==> src/swp_pkg.sv <==
// Overview of operation
// - Fan power stays on in working state S0 and sleep state S1.
// - Fan power is off when off or in S3, S4 or S5.
// - Every fan channel passes its tachometer to monitoring; speed or on/off.
// - A power-off command drops supply enable; standby power stays.
// - After AC returns, restore the on or off state held before.
// - Restore behaviour is chosen by a firmware last-state setting.
// - In S3 supply is off; indicator amber if dual colour, else off.
// - Enabled wake in S3 restores power and returns to working state.
// - Modem ring wakes only from S1 or S3.
// - External and internal modem rings share one wake path.
// - USB activity wakes only from S1 or S3.
// - PS/2 activity wakes only from S1 or S3.
// - PCI PME wakes from S1, S3, S4, S5 only with its enable on.
// - PCI Express wake wakes from S1, S3, S4 or S5 unconditionally.
// - Standby indicator is lit whenever standby power is present.
// - Wake from S5 by network or PME needs its firmware option set.
package swp_pkg;

  // System power states, one-hot
  typedef enum logic [5:0] {
    SWP_S0  = 6'h01,
    SWP_S1  = 6'h02,
    SWP_S3  = 6'h04,
    SWP_S4  = 6'h08,
    SWP_S5  = 6'h10,
    SWP_OFF = 6'h20
  } swp_state_type;

  // Last-state restore policy after AC outage
  typedef enum logic [1:0] {
    SWP_RST_OFF  = 2'h0,
    SWP_RST_ON   = 2'h1,
    SWP_RST_LAST = 2'h2
  } swp_restore_type;

  // Raw wake sources, active high after board inversion
  typedef struct packed {
    logic net;
    logic ring_ext;
    logic ring_int;
    logic usb;
    logic ps2;
    logic pme;
    logic pcie_wake;
  } swp_wake_type;

  // Firmware settings
  typedef struct packed {
    swp_restore_type restore_mode;
    logic            pme_wake_en;
    logic            s5_net_en;
    logic            s5_pme_en;
    logic            modem_irq_unmasked;
    logic            led_dual_colour;
  } swp_cfg_type;

  localparam logic       SWP_CFG_S5_DEFAULT = 1'b0;
  localparam int         SWP_DEF_FANS       = 4;

endpackage

==> src/swp_power_ctrl.sv <==
`timescale 1ns/1ps
module swp_power_ctrl #(
  parameter int NUM_FANS = swp_pkg::SWP_DEF_FANS
) (
  // Clock and reset
  input  wire                         sys_clk,
  input  wire                         rst,
  // Firmware settings
  input  wire swp_pkg::swp_cfg_type   cfg,
  // OS sleep commands
  input  wire                         sleep_s1_req,
  input  wire                         sleep_s3_req,
  input  wire                         sleep_s4_req,
  input  wire                         power_off_req,
  input  wire                         power_btn,
  // Power supply
  input  wire                         ac_ok,
  input  wire                         standby_ok,
  output logic                        supply_en,
  output logic                        standby_led,
  output logic                        led_green,
  output logic                        led_amber,
  // Wake sources
  input  wire swp_pkg::swp_wake_type  wake_src,
  output logic                        wake_pending,
  // Fans
  input  wire [NUM_FANS-1:0]          fan_tach,
  output logic [NUM_FANS-1:0]         fan_tach_mon,
  output logic [NUM_FANS-1:0]         fan_pwr_en,
  // Status
  output swp_pkg::swp_state_type      state
);
  swp_pkg::swp_state_type st_q, st_d;
  logic                   was_on_q, was_on_d;
  logic                   ac_q;
  logic                   wake_q, wake_d;
  logic                   wake_any;
  logic [NUM_FANS-1:0]    tach_q;

  swp_wake_merge u_merge (
    .st       (st_q),
    .cfg      (cfg),
    .src      (wake_src),
    .wake_any (wake_any)
  );

  wire ac_rise  = ac_ok & ~ac_q;
  wire ac_fall  = ~ac_ok & ac_q;
  wire asleep   = (st_q != swp_pkg::SWP_S0);
  // Power-up begins when the request or button leaves a sleep state
  wire power_up = asleep & ac_ok & (wake_q | power_btn);
  wire restore_on = (cfg.restore_mode == swp_pkg::SWP_RST_ON) |
                    ((cfg.restore_mode == swp_pkg::SWP_RST_LAST) & was_on_q);

  // Latched wake request; set wins, cleared at power-up
  // Dropped once awake too, so a stale request never bounces the next sleep
  assign wake_d = wake_any | (wake_q & asleep & ~power_up);

  always_comb begin
    st_d     = st_q;
    was_on_d = was_on_q;
    case (st_q)
      swp_pkg::SWP_S0: begin
        if (power_off_req) begin
          st_d     = swp_pkg::SWP_S5;
          was_on_d = 1'b0;
        end else if (sleep_s1_req) begin
          st_d = swp_pkg::SWP_S1;
        end else if (sleep_s3_req) begin
          st_d = swp_pkg::SWP_S3;
        end else if (sleep_s4_req) begin
          st_d = swp_pkg::SWP_S4;
        end
      end
      swp_pkg::SWP_S1, swp_pkg::SWP_S3, swp_pkg::SWP_S4,
      swp_pkg::SWP_S5: begin
        if (power_up) begin
          st_d     = swp_pkg::SWP_S0;
          was_on_d = 1'b1;
        end
      end
      swp_pkg::SWP_OFF: begin
        if (ac_rise) begin
          st_d     = restore_on ? swp_pkg::SWP_S0 : swp_pkg::SWP_S5;
          was_on_d = restore_on;
        end
      end
      default: st_d = swp_pkg::SWP_OFF;
    endcase
    // Outage forces off; the last on/off memory and a latched wake request are kept
    if (ac_fall) begin
      st_d = swp_pkg::SWP_OFF;
    end
  end

  always_ff @(posedge sys_clk or posedge rst) begin
    if (rst) begin
      st_q     <= swp_pkg::SWP_OFF;
      was_on_q <= 1'b0;
      ac_q     <= 1'b0;
      wake_q   <= 1'b0;
      tach_q   <= '0;
    end else begin
      st_q     <= st_d;
      was_on_q <= was_on_d;
      ac_q     <= ac_ok;
      wake_q   <= wake_d;
      tach_q   <= fan_tach;
    end
  end

  wire in_s0 = (st_q == swp_pkg::SWP_S0);
  wire in_s1 = (st_q == swp_pkg::SWP_S1);
  wire in_s3 = (st_q == swp_pkg::SWP_S3);
  wire in_s5 = (st_q == swp_pkg::SWP_S5);

  // Single-source patterns the gating checks look for
  localparam swp_pkg::swp_wake_type ONLY_NET = '{net: 1'b1, default: 1'b0};
  localparam swp_pkg::swp_wake_type ONLY_EXT =
    '{ring_ext: 1'b1, default: 1'b0};
  localparam swp_pkg::swp_wake_type ONLY_INT =
    '{ring_int: 1'b1, default: 1'b0};
  localparam swp_pkg::swp_wake_type ONLY_PS2 = '{ps2: 1'b1, default: 1'b0};
  localparam swp_pkg::swp_wake_type ONLY_PME = '{pme: 1'b1, default: 1'b0};
  wire ring_only = (wake_src == ONLY_EXT) | (wake_src == ONLY_INT);

  // Fans on in S0 or S1
  wire fans_on = in_s0 | in_s1;
  genvar g;
  generate
    for (g = 0; g < NUM_FANS; g++) begin : g_fan
      assign fan_pwr_en[g] = fans_on;
      assign fan_tach_mon[g] = tach_q[g];
    end
  endgenerate

  assign supply_en   = fans_on;
  assign standby_led = standby_ok;
  assign led_green   = in_s0 | in_s1;
  assign led_amber   = in_s3 & cfg.led_dual_colour;
  assign wake_pending = wake_q;
  assign state       = st_q;

  // Assertions
  fan_state_a: assert property (@(posedge sys_clk) disable iff (rst)
    fan_pwr_en[0] == (st_q == swp_pkg::SWP_S0 || st_q == swp_pkg::SWP_S1))
    else $error("fan power wrong for state");
  fan_off_a: assert property (@(posedge sys_clk) disable iff (rst)
    (st_q == swp_pkg::SWP_S3 || st_q == swp_pkg::SWP_S5) |-> !fan_pwr_en[0])
    else $error("fan on in deep sleep");
  tach_pass_a: assert property (@(posedge sys_clk) disable iff (rst)
    fan_tach_mon == $past(fan_tach))
    else $error("tach not forwarded");
  soft_off_a: assert property (@(posedge sys_clk) disable iff (rst)
    (in_s0 && power_off_req && ac_ok) |=> !supply_en && standby_led == standby_ok)
    else $error("power off not honoured");
  restore_last_a: assert property (@(posedge sys_clk) disable iff (rst)
    (st_q == swp_pkg::SWP_OFF && ac_rise && was_on_q &&
     cfg.restore_mode == swp_pkg::SWP_RST_LAST) |=> in_s0)
    else $error("last state not restored");
  restore_off_a: assert property (@(posedge sys_clk) disable iff (rst)
    (st_q == swp_pkg::SWP_OFF && ac_rise &&
     cfg.restore_mode == swp_pkg::SWP_RST_OFF) |=> !supply_en)
    else $error("restore mode ignored");
  s3_led_a: assert property (@(posedge sys_clk) disable iff (rst)
    in_s3 |-> !supply_en && led_amber == cfg.led_dual_colour)
    else $error("s3 indication wrong");
  s3_wake_a: assert property (@(posedge sys_clk) disable iff (rst)
    (in_s3 && wake_q && ac_ok && !ac_fall) |=> in_s0 && supply_en)
    else $error("no wake from s3");
  usb_s4_a: assert property (@(posedge sys_clk) disable iff (rst)
    (st_q == swp_pkg::SWP_S4 && !wake_q && !power_btn && wake_src.usb
     && !wake_src.pcie_wake && !wake_src.pme && !wake_src.net)
    |=> !wake_q)
    else $error("usb woke from s4");
  pcie_wake_a: assert property (@(posedge sys_clk) disable iff (rst)
    (st_q == swp_pkg::SWP_S4 && wake_src.pcie_wake && !ac_fall) |=> wake_q)
    else $error("pcie wake lost");
  standby_a: assert property (@(posedge sys_clk) disable iff (rst)
    standby_ok |-> standby_led)
    else $error("standby led dark");
  merge_hold_a: assert property (@(posedge sys_clk) disable iff (rst)
    (wake_q && asleep && !power_up) |=> wake_q)
    else $error("wake dropped early");
  pend_clear_a: assert property (@(posedge sys_clk) disable iff (rst)
    in_s0 |=> !wake_q)
    else $error("stale wake kept while on");
  deep_dark_a: assert property (@(posedge sys_clk) disable iff (rst)
    (st_q == swp_pkg::SWP_OFF || st_q == swp_pkg::SWP_S4) |->
      fan_pwr_en == '0 && !supply_en)
    else $error("power on while off or in s4");
  s3_stay_a: assert property (@(posedge sys_clk) disable iff (rst)
    (in_s3 && !power_up && !ac_fall) |=> in_s3)
    else $error("s3 left without wake");
  ring_state_a: assert property (@(posedge sys_clk) disable iff (rst)
    (!wake_q && ring_only && !in_s1 && !in_s3) |=> !wake_q)
    else $error("ring woke from wrong state");
  ring_path_a: assert property (@(posedge sys_clk) disable iff (rst)
    ((in_s1 || in_s3) && cfg.modem_irq_unmasked &&
     wake_src == ONLY_INT) |=> wake_q)
    else $error("internal ring lost");
  ring_mask_a: assert property (@(posedge sys_clk) disable iff (rst)
    (!wake_q && ring_only && !cfg.modem_irq_unmasked) |=> !wake_q)
    else $error("masked ring woke");
  ps2_state_a: assert property (@(posedge sys_clk) disable iff (rst)
    (!wake_q && wake_src == ONLY_PS2 && !in_s1 && !in_s3) |=> !wake_q)
    else $error("ps2 woke from wrong state");
  pme_gate_a: assert property (@(posedge sys_clk) disable iff (rst)
    (!wake_q && wake_src == ONLY_PME && !cfg.pme_wake_en) |=> !wake_q)
    else $error("pme woke while disabled");
  s5_net_a: assert property (@(posedge sys_clk) disable iff (rst)
    (!wake_q && in_s5 && wake_src == ONLY_NET && !cfg.s5_net_en)
    |=> !wake_q)
    else $error("network woke from s5");
  s5_pme_a: assert property (@(posedge sys_clk) disable iff (rst)
    (!wake_q && in_s5 && wake_src == ONLY_PME && !cfg.s5_pme_en)
    |=> !wake_q)
    else $error("pme woke from s5");
endmodule // swp_power_ctrl

==> src/swp_wake_merge.sv <==
`timescale 1ns/1ps
module swp_wake_merge (
  // Current state and settings
  input  wire swp_pkg::swp_state_type st,
  input  wire swp_pkg::swp_cfg_type   cfg,
  // Sources
  input  wire swp_pkg::swp_wake_type  src,
  // Combined request
  output logic                        wake_any
);
  wire in_s1   = (st == swp_pkg::SWP_S1);
  wire in_s3   = (st == swp_pkg::SWP_S3);
  wire in_s4   = (st == swp_pkg::SWP_S4);
  wire in_s5   = (st == swp_pkg::SWP_S5);
  wire light   = in_s1 | in_s3;
  wire deep    = light | in_s4 | in_s5;
  wire no_s5   = light | in_s4;
  wire ring    = src.ring_ext | src.ring_int;
  wire w_ring  = ring & cfg.modem_irq_unmasked & light;
  wire w_usb   = src.usb & light;
  wire w_ps2   = src.ps2 & light;
  wire w_pme   = src.pme & cfg.pme_wake_en &
                 (no_s5 | (in_s5 & cfg.s5_pme_en));
  wire w_net   = src.net & (no_s5 | (in_s5 & cfg.s5_net_en));
  wire w_pcie  = src.pcie_wake & deep;
  assign wake_any = w_ring | w_usb | w_ps2 | w_pme | w_net | w_pcie;
endmodule // swp_wake_merge
==> config.mk <==
export PLATFORM = sky130hd
export DESIGN_NAME = swp_power_ctrl
export DESIGN_NICKNAME = d
export VERILOG_FILES = /design/src/swp_pkg.sv /design/src/swp_power_ctrl.sv /design/src/swp_wake_merge.sv
export SDC_FILE = /design/constraint.sdc
export NUM_CORES = 1
export LEC_CHECK = 0
export BUFFER_PORTS_ARGS = -buffer_cell sky130_fd_sc_hd__buf_2
export CAP_MARGIN = 20
export CORE_ASPECT_RATIO = 1.5
export CORE_MARGIN = 4
export CORE_UTILIZATION = 45
export DETAILED_ROUTE_END_ITERATION = 6
export MAX_ROUTING_LAYER = met4
export PLACE_DENSITY = 0.88
export SETUP_SLACK_MARGIN = 0.05
export SLEW_MARGIN = 10
export SYNTH_ARGS = -nofsm -noshare
export SYNTH_HDL_FRONTEND = slang
export SYNTH_SLANG_ARGS = --single-unit
==> constraint.sdc <==
create_clock -name sys_clk -period 4.29 [get_ports sys_clk]
set_input_delay 1.0725 -clock sys_clk [delete_from_list [all_inputs] [get_ports sys_clk]]
set_output_delay 1.0725 -clock sys_clk [all_outputs]
set_load 0.02 [all_outputs]
=== Yosys cells after proc, flatten, opt, wreduce, memory -nomap -nowiden ===
Index checks and enable logic that the tools add are counted.

* Register bits after elaboration: 13
* Output and inout port bits: 19

* Equality and inequality tests: 15
* Mux-type cells: 13
* Bitwise gates (word level): 36
* Reductions and logical operators: 4

{| class="wikitable"
|+ Operators with widths
! cell !! count
|-
| $mux 6 || 7
|-
| $and 1x1->1 || 18
|-
| $pmux 6 s3 || 1
|-
| $or 1x1->1 || 15
|-
| $eq 6x1->1 const B || 1
|-
| $eq 6x2->1 const B || 1
|-
| $eq 6x3->1 const B || 1
|-
| $eq 6x4->1 const B || 1
|-
| $eq 6x5->1 const B || 1
|-
| $eq 6x6->1 const B || 1
|-
| $ne 2x2->1 const B || 3
|-
| $ne 3x3->1 const B || 2
|-
| $ne 6x1->1 const B || 1
|-
| $ne 6x6->1 const B || 1
|-
| $mux 5 || 1
|-
| $reduce_and 4->1 || 1
|-
| $reduce_or 4->1 || 1
|-
| $mux 1 || 3
|-
| $not 1->1 || 3
|-
| $pmux 1 s3 || 1
|-
| $reduce_and 3->1 || 1
|-
| $reduce_bool 3->1 || 1
|-
| $eq 2x1->1 const B || 1
|-
| $eq 2x2->1 const B || 1
|}

=== Longest topological paths before layout ===
Gate-level depths: netlist of the first run.

* Depth after elaboration: 9
* Gate-level depth with buffers: 7
* Mapped depth without buffers: 7

=== Modules after synthesis ===
From an unflattened synthesis of the first run, not the netlist that was laid out.

* Cell total of the unflattened synthesis: 97
* Area total of the unflattened synthesis: 893.4 µm²

{| class="wikitable"
|+ By module, submodules not included
! module !! instances !! cells each !! area each (µm²)
|-
| swp_power_ctrl || 1 || 82 || 798.3
|-
| swp_wake_merge || 1 || 15 || 95.1
|}

=== Least setup slack after synthesis of the first run ===
No wires, ideal clock.

* Kind: flip-flop to output port
* From: register st_q[3] (netlist: state[3])
* To: output fan_pwr_en[0]
* Arrival time: 2.269 ns
* Required time: 3.218 ns
* Slack: 0.948 ns
* Cell stages (with the launch flop): 5
* Path buffers: 2
* Path through: dfrtp_1 > clkbuf_8 > or2_2 > nor4_1 > buf_4

* Word-level cells in the longest chain between the ends: 2
* Elaborated cells on any way between the ends: 3
* Those cells by class: eq/ne: 2; bitwise: 1

{| class="wikitable"
|+ Ends and longest elaborated chain
! item !! line !! RTL
|-
| from (decl) || swp_power_ctrl.sv:33 || <nowiki>swp_pkg::swp_state_type st_q, st_d;</nowiki>
|-
| from (signal assigned) || swp_power_ctrl.sv:98 || <nowiki>st_q <= swp_pkg::SWP_OFF;</nowiki>
|-
| from (signal assigned) || swp_power_ctrl.sv:104 || <nowiki>st_q <= st_d;</nowiki>
|-
| $eq 6x1->1 or $eq 6x2->1 (tied branches) || swp_power_ctrl.sv:112, swp_power_ctrl.sv:113 ||
|-
| $or 1x1->1 * || - ||
|-
| to (decl) || swp_power_ctrl.sv:29 || <nowiki>output logic [NUM_FANS-1:0] fan_pwr_en,</nowiki>
|}

Mark *: on every way between the ends. The rest lies on a longest branch, timed or not.

=== Final worst setup path of the first run ===
* From: register st_q[2] (netlist: state[2])
* To: output fan_pwr_en[1]

* Word-level cells in the longest chain between the ends: 2
* Elaborated cells on any way between the ends: 3
* Those cells by class: eq/ne: 2; bitwise: 1

{| class="wikitable"
|+ Ends and longest elaborated chain
! item !! line !! RTL
|-
| $eq 6x1->1 or $eq 6x2->1 (tied branches) || swp_power_ctrl.sv:112, swp_power_ctrl.sv:113 ||
|-
| $or 1x1->1 * || swp_power_ctrl.sv:128 || <nowiki>wire fans_on = in_s0 | in_s1;</nowiki>
|}

Marked as above.

==> summary.md, run 1 <==
| Metric | Value |
|---|---|
| Setup bufs post-CTS | 0 |
| Hold Buf Count CTS | 0 |
| First-pass GRT wire length | 3.69 mm |
| Vias in the first global route | 840 |
| FF-to-FF Start | state[4] |
| Final-report hold violation count | 0 |
| Met3 Usage GRT | 1.94% |
| Worst Max-Slew Pin Slew | 0.580 ns |
| CTS tree | yes |
| Synthesis-stage register bit count | 13 |
| Initial Utilization | 47.2% |
| Filler cells | 214 |
| Per-cell routed wire length | 14.1 um |
| GRT Overall Usage | 17.2% |
| Layout cells sized above 1 | 41.6% |
| Unrepaired setup endpoints after global routing | false |
| Critical Path Slowest Stage Cell | dfrtp_1 |
| Count of cell types in the netlist | 43 |
| Maximum clock rate | 332 MHz |
| Cell Chain, Critical Path | or2_2, nor4_1, buf_2 |
| Final slew viol count | 0 |
| Cell area after synthesis | 968 sq um |
| Worst-Skew Late Latency | 0.27 ns |
| Sequential Area | 327 sq um |
| Power per cell area | 548 mW/mm^2 |
| # diodes | 0 |
| Gr busiest metal | met2 |
| CP max stage delay | 0.53 ns |
| Io pins | 46 |
| Max H-tree Level | 1 |
| Min Clock Period, post-route | 3.01 ns |
| Clock buffer depth | 2 |
| Routed Antenna Nets | 0 |
| P&R area growth vs syn | 16.9% |
| Root Driver | clkbuf_4 |
| Area occupied by multi-input gates | 510 sq um |
| Largest net degree at the start of global routing | 15 |
| Crit. Startpoint | state[2] |
| Final setup violation count | 0 |
| Via-per-instance ratio | 5.83 |
| Row Count | 20 |
| Worst EP arrival | 1.94 ns |
| First-pass DRT Iterations | 4 |
| Maximum VDD drop | 0.000287 V |
| Placed cell areas | 0.00111 sq mm |
| Setup TNS Final | 0 ns |
| Die Area | 0.00297 sq mm |
| Worst-path clk slew | 0.07 ns |
| Resize count post-CTS | 0 |
| Final WL | 2.24 mm |
| Critical Path RT | 3.22 ns |
| Reg2Reg Setup Slack | 2.50 ns |
| Final GP Congestion | 0.909 |
| Worst setup path class | flip-flop to primary output |
| Critical path fanouts, max | 13 |
| Worst R2R Path Depth | 5 |
| Syn Nets | 131 |
| Terminus of the critical flop-to-flop path | state[3] |
| Post-DP HPWL | 1.85 mm |
| Worst slew margin | 61.0% |
| DRC viols | 0 |
| Die height | 64.8 um |
| Maxcap violations | 0 |
| YS warnings | 0 |
| Crit path to | fan_pwr_en[1] |
| Syn avg cell area | 9.49 sq um |
| Static Leak | 0.000603 uW |
| Core ar. | 0.00205 sq mm |
| Worst min path class | flip-flop to flip-flop |
| Final Cell Area | 0.00113 sq mm |
| Kind of end point of the critical path | primary output |
| GR Layer Usage met2 | 28.4% |
| Mapped Cells | 102 |
| CTS buffer count | 3 |
| Met1 Resource Use GR | 18.4% |
| Port-buffer cells | 43 |
| Initial antenna violation count | 0 |
| Fin nets | 167 |
| Status | completed |
| Clock Skews | 0.00144 ns |
| Crit share post-route | 70.3% |
| Sequential area share after synthesis | 33.7% |
| Critical Path Start Type | flip-flop |
| Via count | 927 |
| Violation count after the first detailed-route iteration | 15 |
| Chip Width | 45.9 um |
| CTS Sinks | 13 |
| Total grt overflow | 0 |
==> flip-flops by register name, summed over array words and instances, names as in the netlist <==
signal	count
ac_q	1
fan_tach_mon	4
state	6
wake_pending	1
was_on_q	1
==> cell usage in the layout (no fill, tap or decap), types with 2 or more instances in the layout <==
cell type  count
buf_2         43
dfrtp_1       12
nor2_1         8
inv_1          7
o21ai_0        5
nand2_1        5
nand3_1        4
xor2_1         4
nor4b_1        4
a32o_1         3
a31oi_1        3
clkbuf_4       3
nor3_1         2
nor2b_1        2
nand4_1        2
o22a_1         2
a22o_1         2
ha_1           2
==> synth_stat cells <==
library cell  count  share of area (%)
a211o_2           1                1.0
a21oi_1           1               0.52
a221oi_1          1               0.90
a22o_1            2                1.8
a22oi_1           1               0.78
a31o_2            1               0.90
a31oi_1           3                1.9
a32o_1            3                3.1
and3_1            1               0.65
buf_2             1               0.52
buf_4             7                5.4
buf_6             3                3.5
clkbuf_8          1                1.4
dfrtp_1          12                 31
dfstp_2           1                2.7
ha_1              2                2.6
inv_1             7                2.7
nand2_1           5                1.9
nand3_1           4                2.1
nand3_2           1                1.0
nand3b_1          1               0.78
nand4_1           2                1.3
nor2_1            8                3.1
nor2_4            1                1.2
nor2b_1           2                1.3
nor3_1            2                1.0
nor3_2            1                1.0
nor4_1            1               0.65
nor4_4            1                2.2
nor4b_1           4                3.6
nor4b_2           1                1.5
o211a_1           1                1.0
o211ai_1          1               0.78
o211ai_2          1                1.3
o21ai_0           5                2.6
o21ai_1           1               0.52
o22a_1            2                1.8
o22ai_1           1               0.65
o31ai_1           1               0.78
or2_2             1               0.65
or4_4             1                1.2
xnor2_1           1               0.90
xor2_1            4                3.6
==> cell type report <==
cell class	instances	share of cell area (%)
multi-input cells	70	45.1
flip-flops and latches	13	28.8
repair buffers	43	19.0
well taps	22	2.43
clock buffers	4	2.32
inverters	7	2.32
==> critical path, delay by kind of cell (launching register included) <==
family        cells  cell delay (ns)
flops             1             0.53
buf+inv           1             0.27
simple gates      2             0.87
==> worst min-delay path by stage <==
| stage | from | endpoint | slack, ns | depth (start not counted) |
|---|---|---|---|---|
| after global placement | was_on_q | was_on_q | 0.55 | 2 |
| after CTS | was_on_q | was_on_q | 0.58 | 2 |
| after detailed placement | was_on_q | was_on_q | 0.55 | 2 |
| after floorplan | was_on_q | was_on_q | 0.52 | 2 |
| after global routing | was_on_q | was_on_q | 0.63 | 2 |
| final | was_on_q | was_on_q | 0.58 | 2 |
==> power breakdown <==
part	switching, uW	internal [uW]	total, uW
registers	67.6	154	222
logic	184	143	327
clock network	34.9	36.0	70.9
total	287	333	620
==> per-layer routing <==
| metal | vias up | share of wire (%) |
|---|---|---|
| met3 | 8 | 7.6 |
| li1 | 444 | - |
| met5 | - | 0 |
| met2 | 40 | 54 |
| met4 | 0 | 3.5 |
| met1 | 435 | 35 |
==> stage by stage <==
step	total power (uW)	std cells	util (%)	hold slack (ns)	setup WS, ns
2_1_floorplan	491	102	-	0.515	0.948
3_3_place_gp	536	155	53.9	0.551	1.62
3_5_place_dp	550	155	53.9	0.551	1.55
4_1_cts	626	159	55.2	0.583	1.24
5_1_grt	675	159	55.2	0.634	1.04
6_report	620	159	55.2	0.578	1.28
==> cell families (layout without fill, tap and decap cells) <==
group,Yosys count,in the layout,share of synthesized area [%]
compound gates,26,26,20.4
simple gates,37,37,25.2
buf+inv,19,54,13.6
xor+xnor,5,5,4.52
fa+ha+maj,2,2,2.58
flops,13,13,33.7
Note: power is estimated with default switching activity, not from simulation.
==> run 2: changes to the inputs <==
--- a/config.mk
+++ b/config.mk
@@ -5,11 +5,12 @@
 export SDC_FILE = /design/constraint.sdc
 export NUM_CORES = 1
 export LEC_CHECK = 0
+export ABC_AREA = 1
 export BUFFER_PORTS_ARGS = -buffer_cell sky130_fd_sc_hd__buf_2
 export CAP_MARGIN = 20
 export CORE_ASPECT_RATIO = 1.5
 export CORE_MARGIN = 4
-export CORE_UTILIZATION = 45
+export CORE_UTILIZATION = 44
 export DETAILED_ROUTE_END_ITERATION = 6
 export MAX_ROUTING_LAYER = met4
 export PLACE_DENSITY = 0.88
==> constraint.sdc (replaced) <==
create_clock -name sys_clk -period 2.94 [get_ports sys_clk]
set_input_delay 0.735 -clock sys_clk [delete_from_list [all_inputs] [get_ports sys_clk]]
set_output_delay 0.735 -clock sys_clk [all_outputs]
set_load 0.02 [all_outputs]
==> run 2 against run 1 <==
Net effect: first-iteration DRC count is 27% higher; die area shrank 5.3%; highest routed layer unchanged; flip-flop and latch count stayed put; largest power group unchanged; via count up 2.7%; clock power increased by 62%.
==> summary.md, run 2 <==
| Metric | Value |
|---|---|
| Status | completed |
| Crit share post-route | 73.7% |
| Final-report hold violation count | 0 |
| P&R area growth vs syn | 25.2% |
| Initial Utilization | 47.3% |
| Maxcap violations | 0 |
| Cell taking the most area after synthesis | dfrtp_1 |
| # diodes | 0 |
| Synth top cells by count | nand2_1, inv_1, nor2_1, dfrtp_1, nand3_1 |
| Power per cell area | 677 mW/mm^2 |
| Violation count after the first detailed-route iteration | 19 |
| Final setup violation count | 0 |
| CTS tree | yes |
| Crit. Startpoint | state[2] |
| Worst R2R Path Depth | 8 |
| Total grt overflow | 0 |
| Via count | 952 |
| Port-buffer cells | 43 |
| Critical Path RT | 2.20 ns |
| Resize count post-CTS | 0 |
| Worst min path class | input pin to async pin |
| Mapped Cells | 134 |
| Setup bufs post-CTS | 0 |
| Via-per-instance ratio | 4.86 |
| Maximum VDD drop | 0.000391 V |
| Die height | 63.0 um |
| Crit path buffers/inverters | 1 |
| Per-cell routed wire length | 11.2 um |
| EDFF count, synth | 0 |
| Critical Path Start Type | flip-flop |
| Setup TNS Final | 0 ns |
| Count leader, synth | nand2_1 |
| YS warnings | 0 |
| Most frequent cells in the layout | buf_2, nand2_1, inv_1 |
| Worst Max-Slew Pin Slew | 0.494 ns |
| CTS Sinks | 13 |
| Clock Skews | 0.00258 ns |
| Cell Chain, Critical Path | nor2_2, nand3_2, nand2_1, buf_2 |
| Final WL | 2.19 mm |
| DRC viols | 0 |
| CTS buffer count | 3 |
| Static Leak | 0.000726 uW |
| Kind of end point of the critical path | primary output |
| Area occupied by multi-input gates | 427 sq um |
| Hold Buf Count CTS | 0 |
| Die Area | 0.00282 sq mm |
| Commonest non-fill, non-tap cell in the layout | buf_2 |
| Min Clock Period, post-route | 2.17 ns |
| Layout cells sized above 1 | 33.1% |
| Async SR Flop Fraction | 100% |
| Synthesis-stage register bit count | 13 |
| Worst setup path class | flip-flop to primary output |
| Vias in the first global route | 954 |
| Sequential Area | 327 sq um |
| Row Count | 19 |
| FF-to-FF Start | state[2] |
| Largest register FFs | 6 |
| Count of cell types in the netlist | 16 |
| Critical Path Slowest Stage Cell | dfrtp_1 |
| Cell area after synthesis | 888 sq um |
| Syn avg cell area | 6.63 sq um |
| Worst slew margin | 67.0% |
| Filler cells | 189 |
| Sequential area share after synthesis | 36.8% |
| Critical path fanouts, max | 6 |
| Initial antenna violation count | 0 |
| Top cells by area, synth | dfrtp_1, nand2_1, inv_1 |
| Largest net degree at the start of global routing | 14 |
| Root Driver | clkbuf_4 |
| Final slew viol count | 0 |
| Critical path depth | 4 |
| Max H-tree Level | 1 |
| Io pins | 46 |
| Routed Antenna Nets | 0 |
| Critical path's top delay family | simple AND/OR/NAND/NOR gates |
| Worst EP arrival | 1.43 ns |
| First-pass DRT Iterations | 4 |
| Top_reg_cell synth | dfrtp_1 |
| Clock buffer depth | 2 |
| Synth top area share | 33.8% |
| GRT Overall Usage | 17.7% |
| Worst-Skew Late Latency | 0.29 ns |
| CP max stage delay | 0.43 ns |
| Post-DP HPWL | 1.81 mm |
| First-pass GRT wire length | 3.64 mm |
| Chip Width | 44.7 um |
| Unrepaired setup endpoints after global routing | false |
| Core ar. | 0.00188 sq mm |
| Final GP Congestion | 0.994 |
| Worst-path clk slew | 0.08 ns |
| Maximum clock rate | 462 MHz |
| PnR Total Power | 753 uW |
| Syn Nets | 163 |
| Fin nets | 205 |
run 2: final cells by class:
type | instances | area share (%)
Clock inverter | 1 | 0.450
Sequential cell | 13 | 29.4
Inverter | 24 | 8.10
Timing Repair Buffer | 43 | 19.3
Clock buffer | 3 | 2.02
Multi-Input combinational cell | 91 | 38.4
Tap cell | 21 | 2.36
run 2: worst paths after layout:
| check | slack [ns] | end |
|---|---|---|
| max | 0.77 | fan_pwr_en[2] |
| min | 0.45 | fan_tach_mon[3] |
| max reg2reg | 1.41 | state[4] |
| min reg2reg | 0.50 | was_on_q |
| max in group asynchronous | 2.13 | state[5] |
| min in group sys_clk | 0.50 | was_on_q |
run 2: kinds of logic after synthesis:
family	after synthesis	share of synthesized area (%)
compound gates	6	3.38
buf+inv	30	15.2
simple gates	83	41.8
flops	13	36.8
fa+ha+maj	2	2.82
run 2: per-layer routing:
metal	GRT usage [%]	routed length [um]	up-vias
met5	-	0	-
met4	11.3	66	0
met3	2.88	204	7
met2	31.3	1140	47
met1	16.3	785	411
li1	-	-	487
run 2: report_power, final:
| part | leakage, uW | internal (uW) | switching (uW) |
|---|---|---|---|
| Combinational | 0.000544 | 129 | 263 |
| Clock | 0.0000177 | 50.7 | 64.0 |
| Sequential | 0.000164 | 218 | 28.6 |
run 2: stage by stage:
stage	setup slack, ns	util [%]	cells	hold WS, ns	area [sq um]
6_report	0.774	59.2	196	0.453	1110
5_1_grt	0.646	59.2	196	0.468	1110
4_1_cts	0.756	59.2	196	0.466	1110
3_5_place_dp	1.07	57.8	192	0.480	1080
3_3_place_gp	1.10	57.8	192	0.472	1080
2_1_floorplan	0.929	-	134	0.449	888
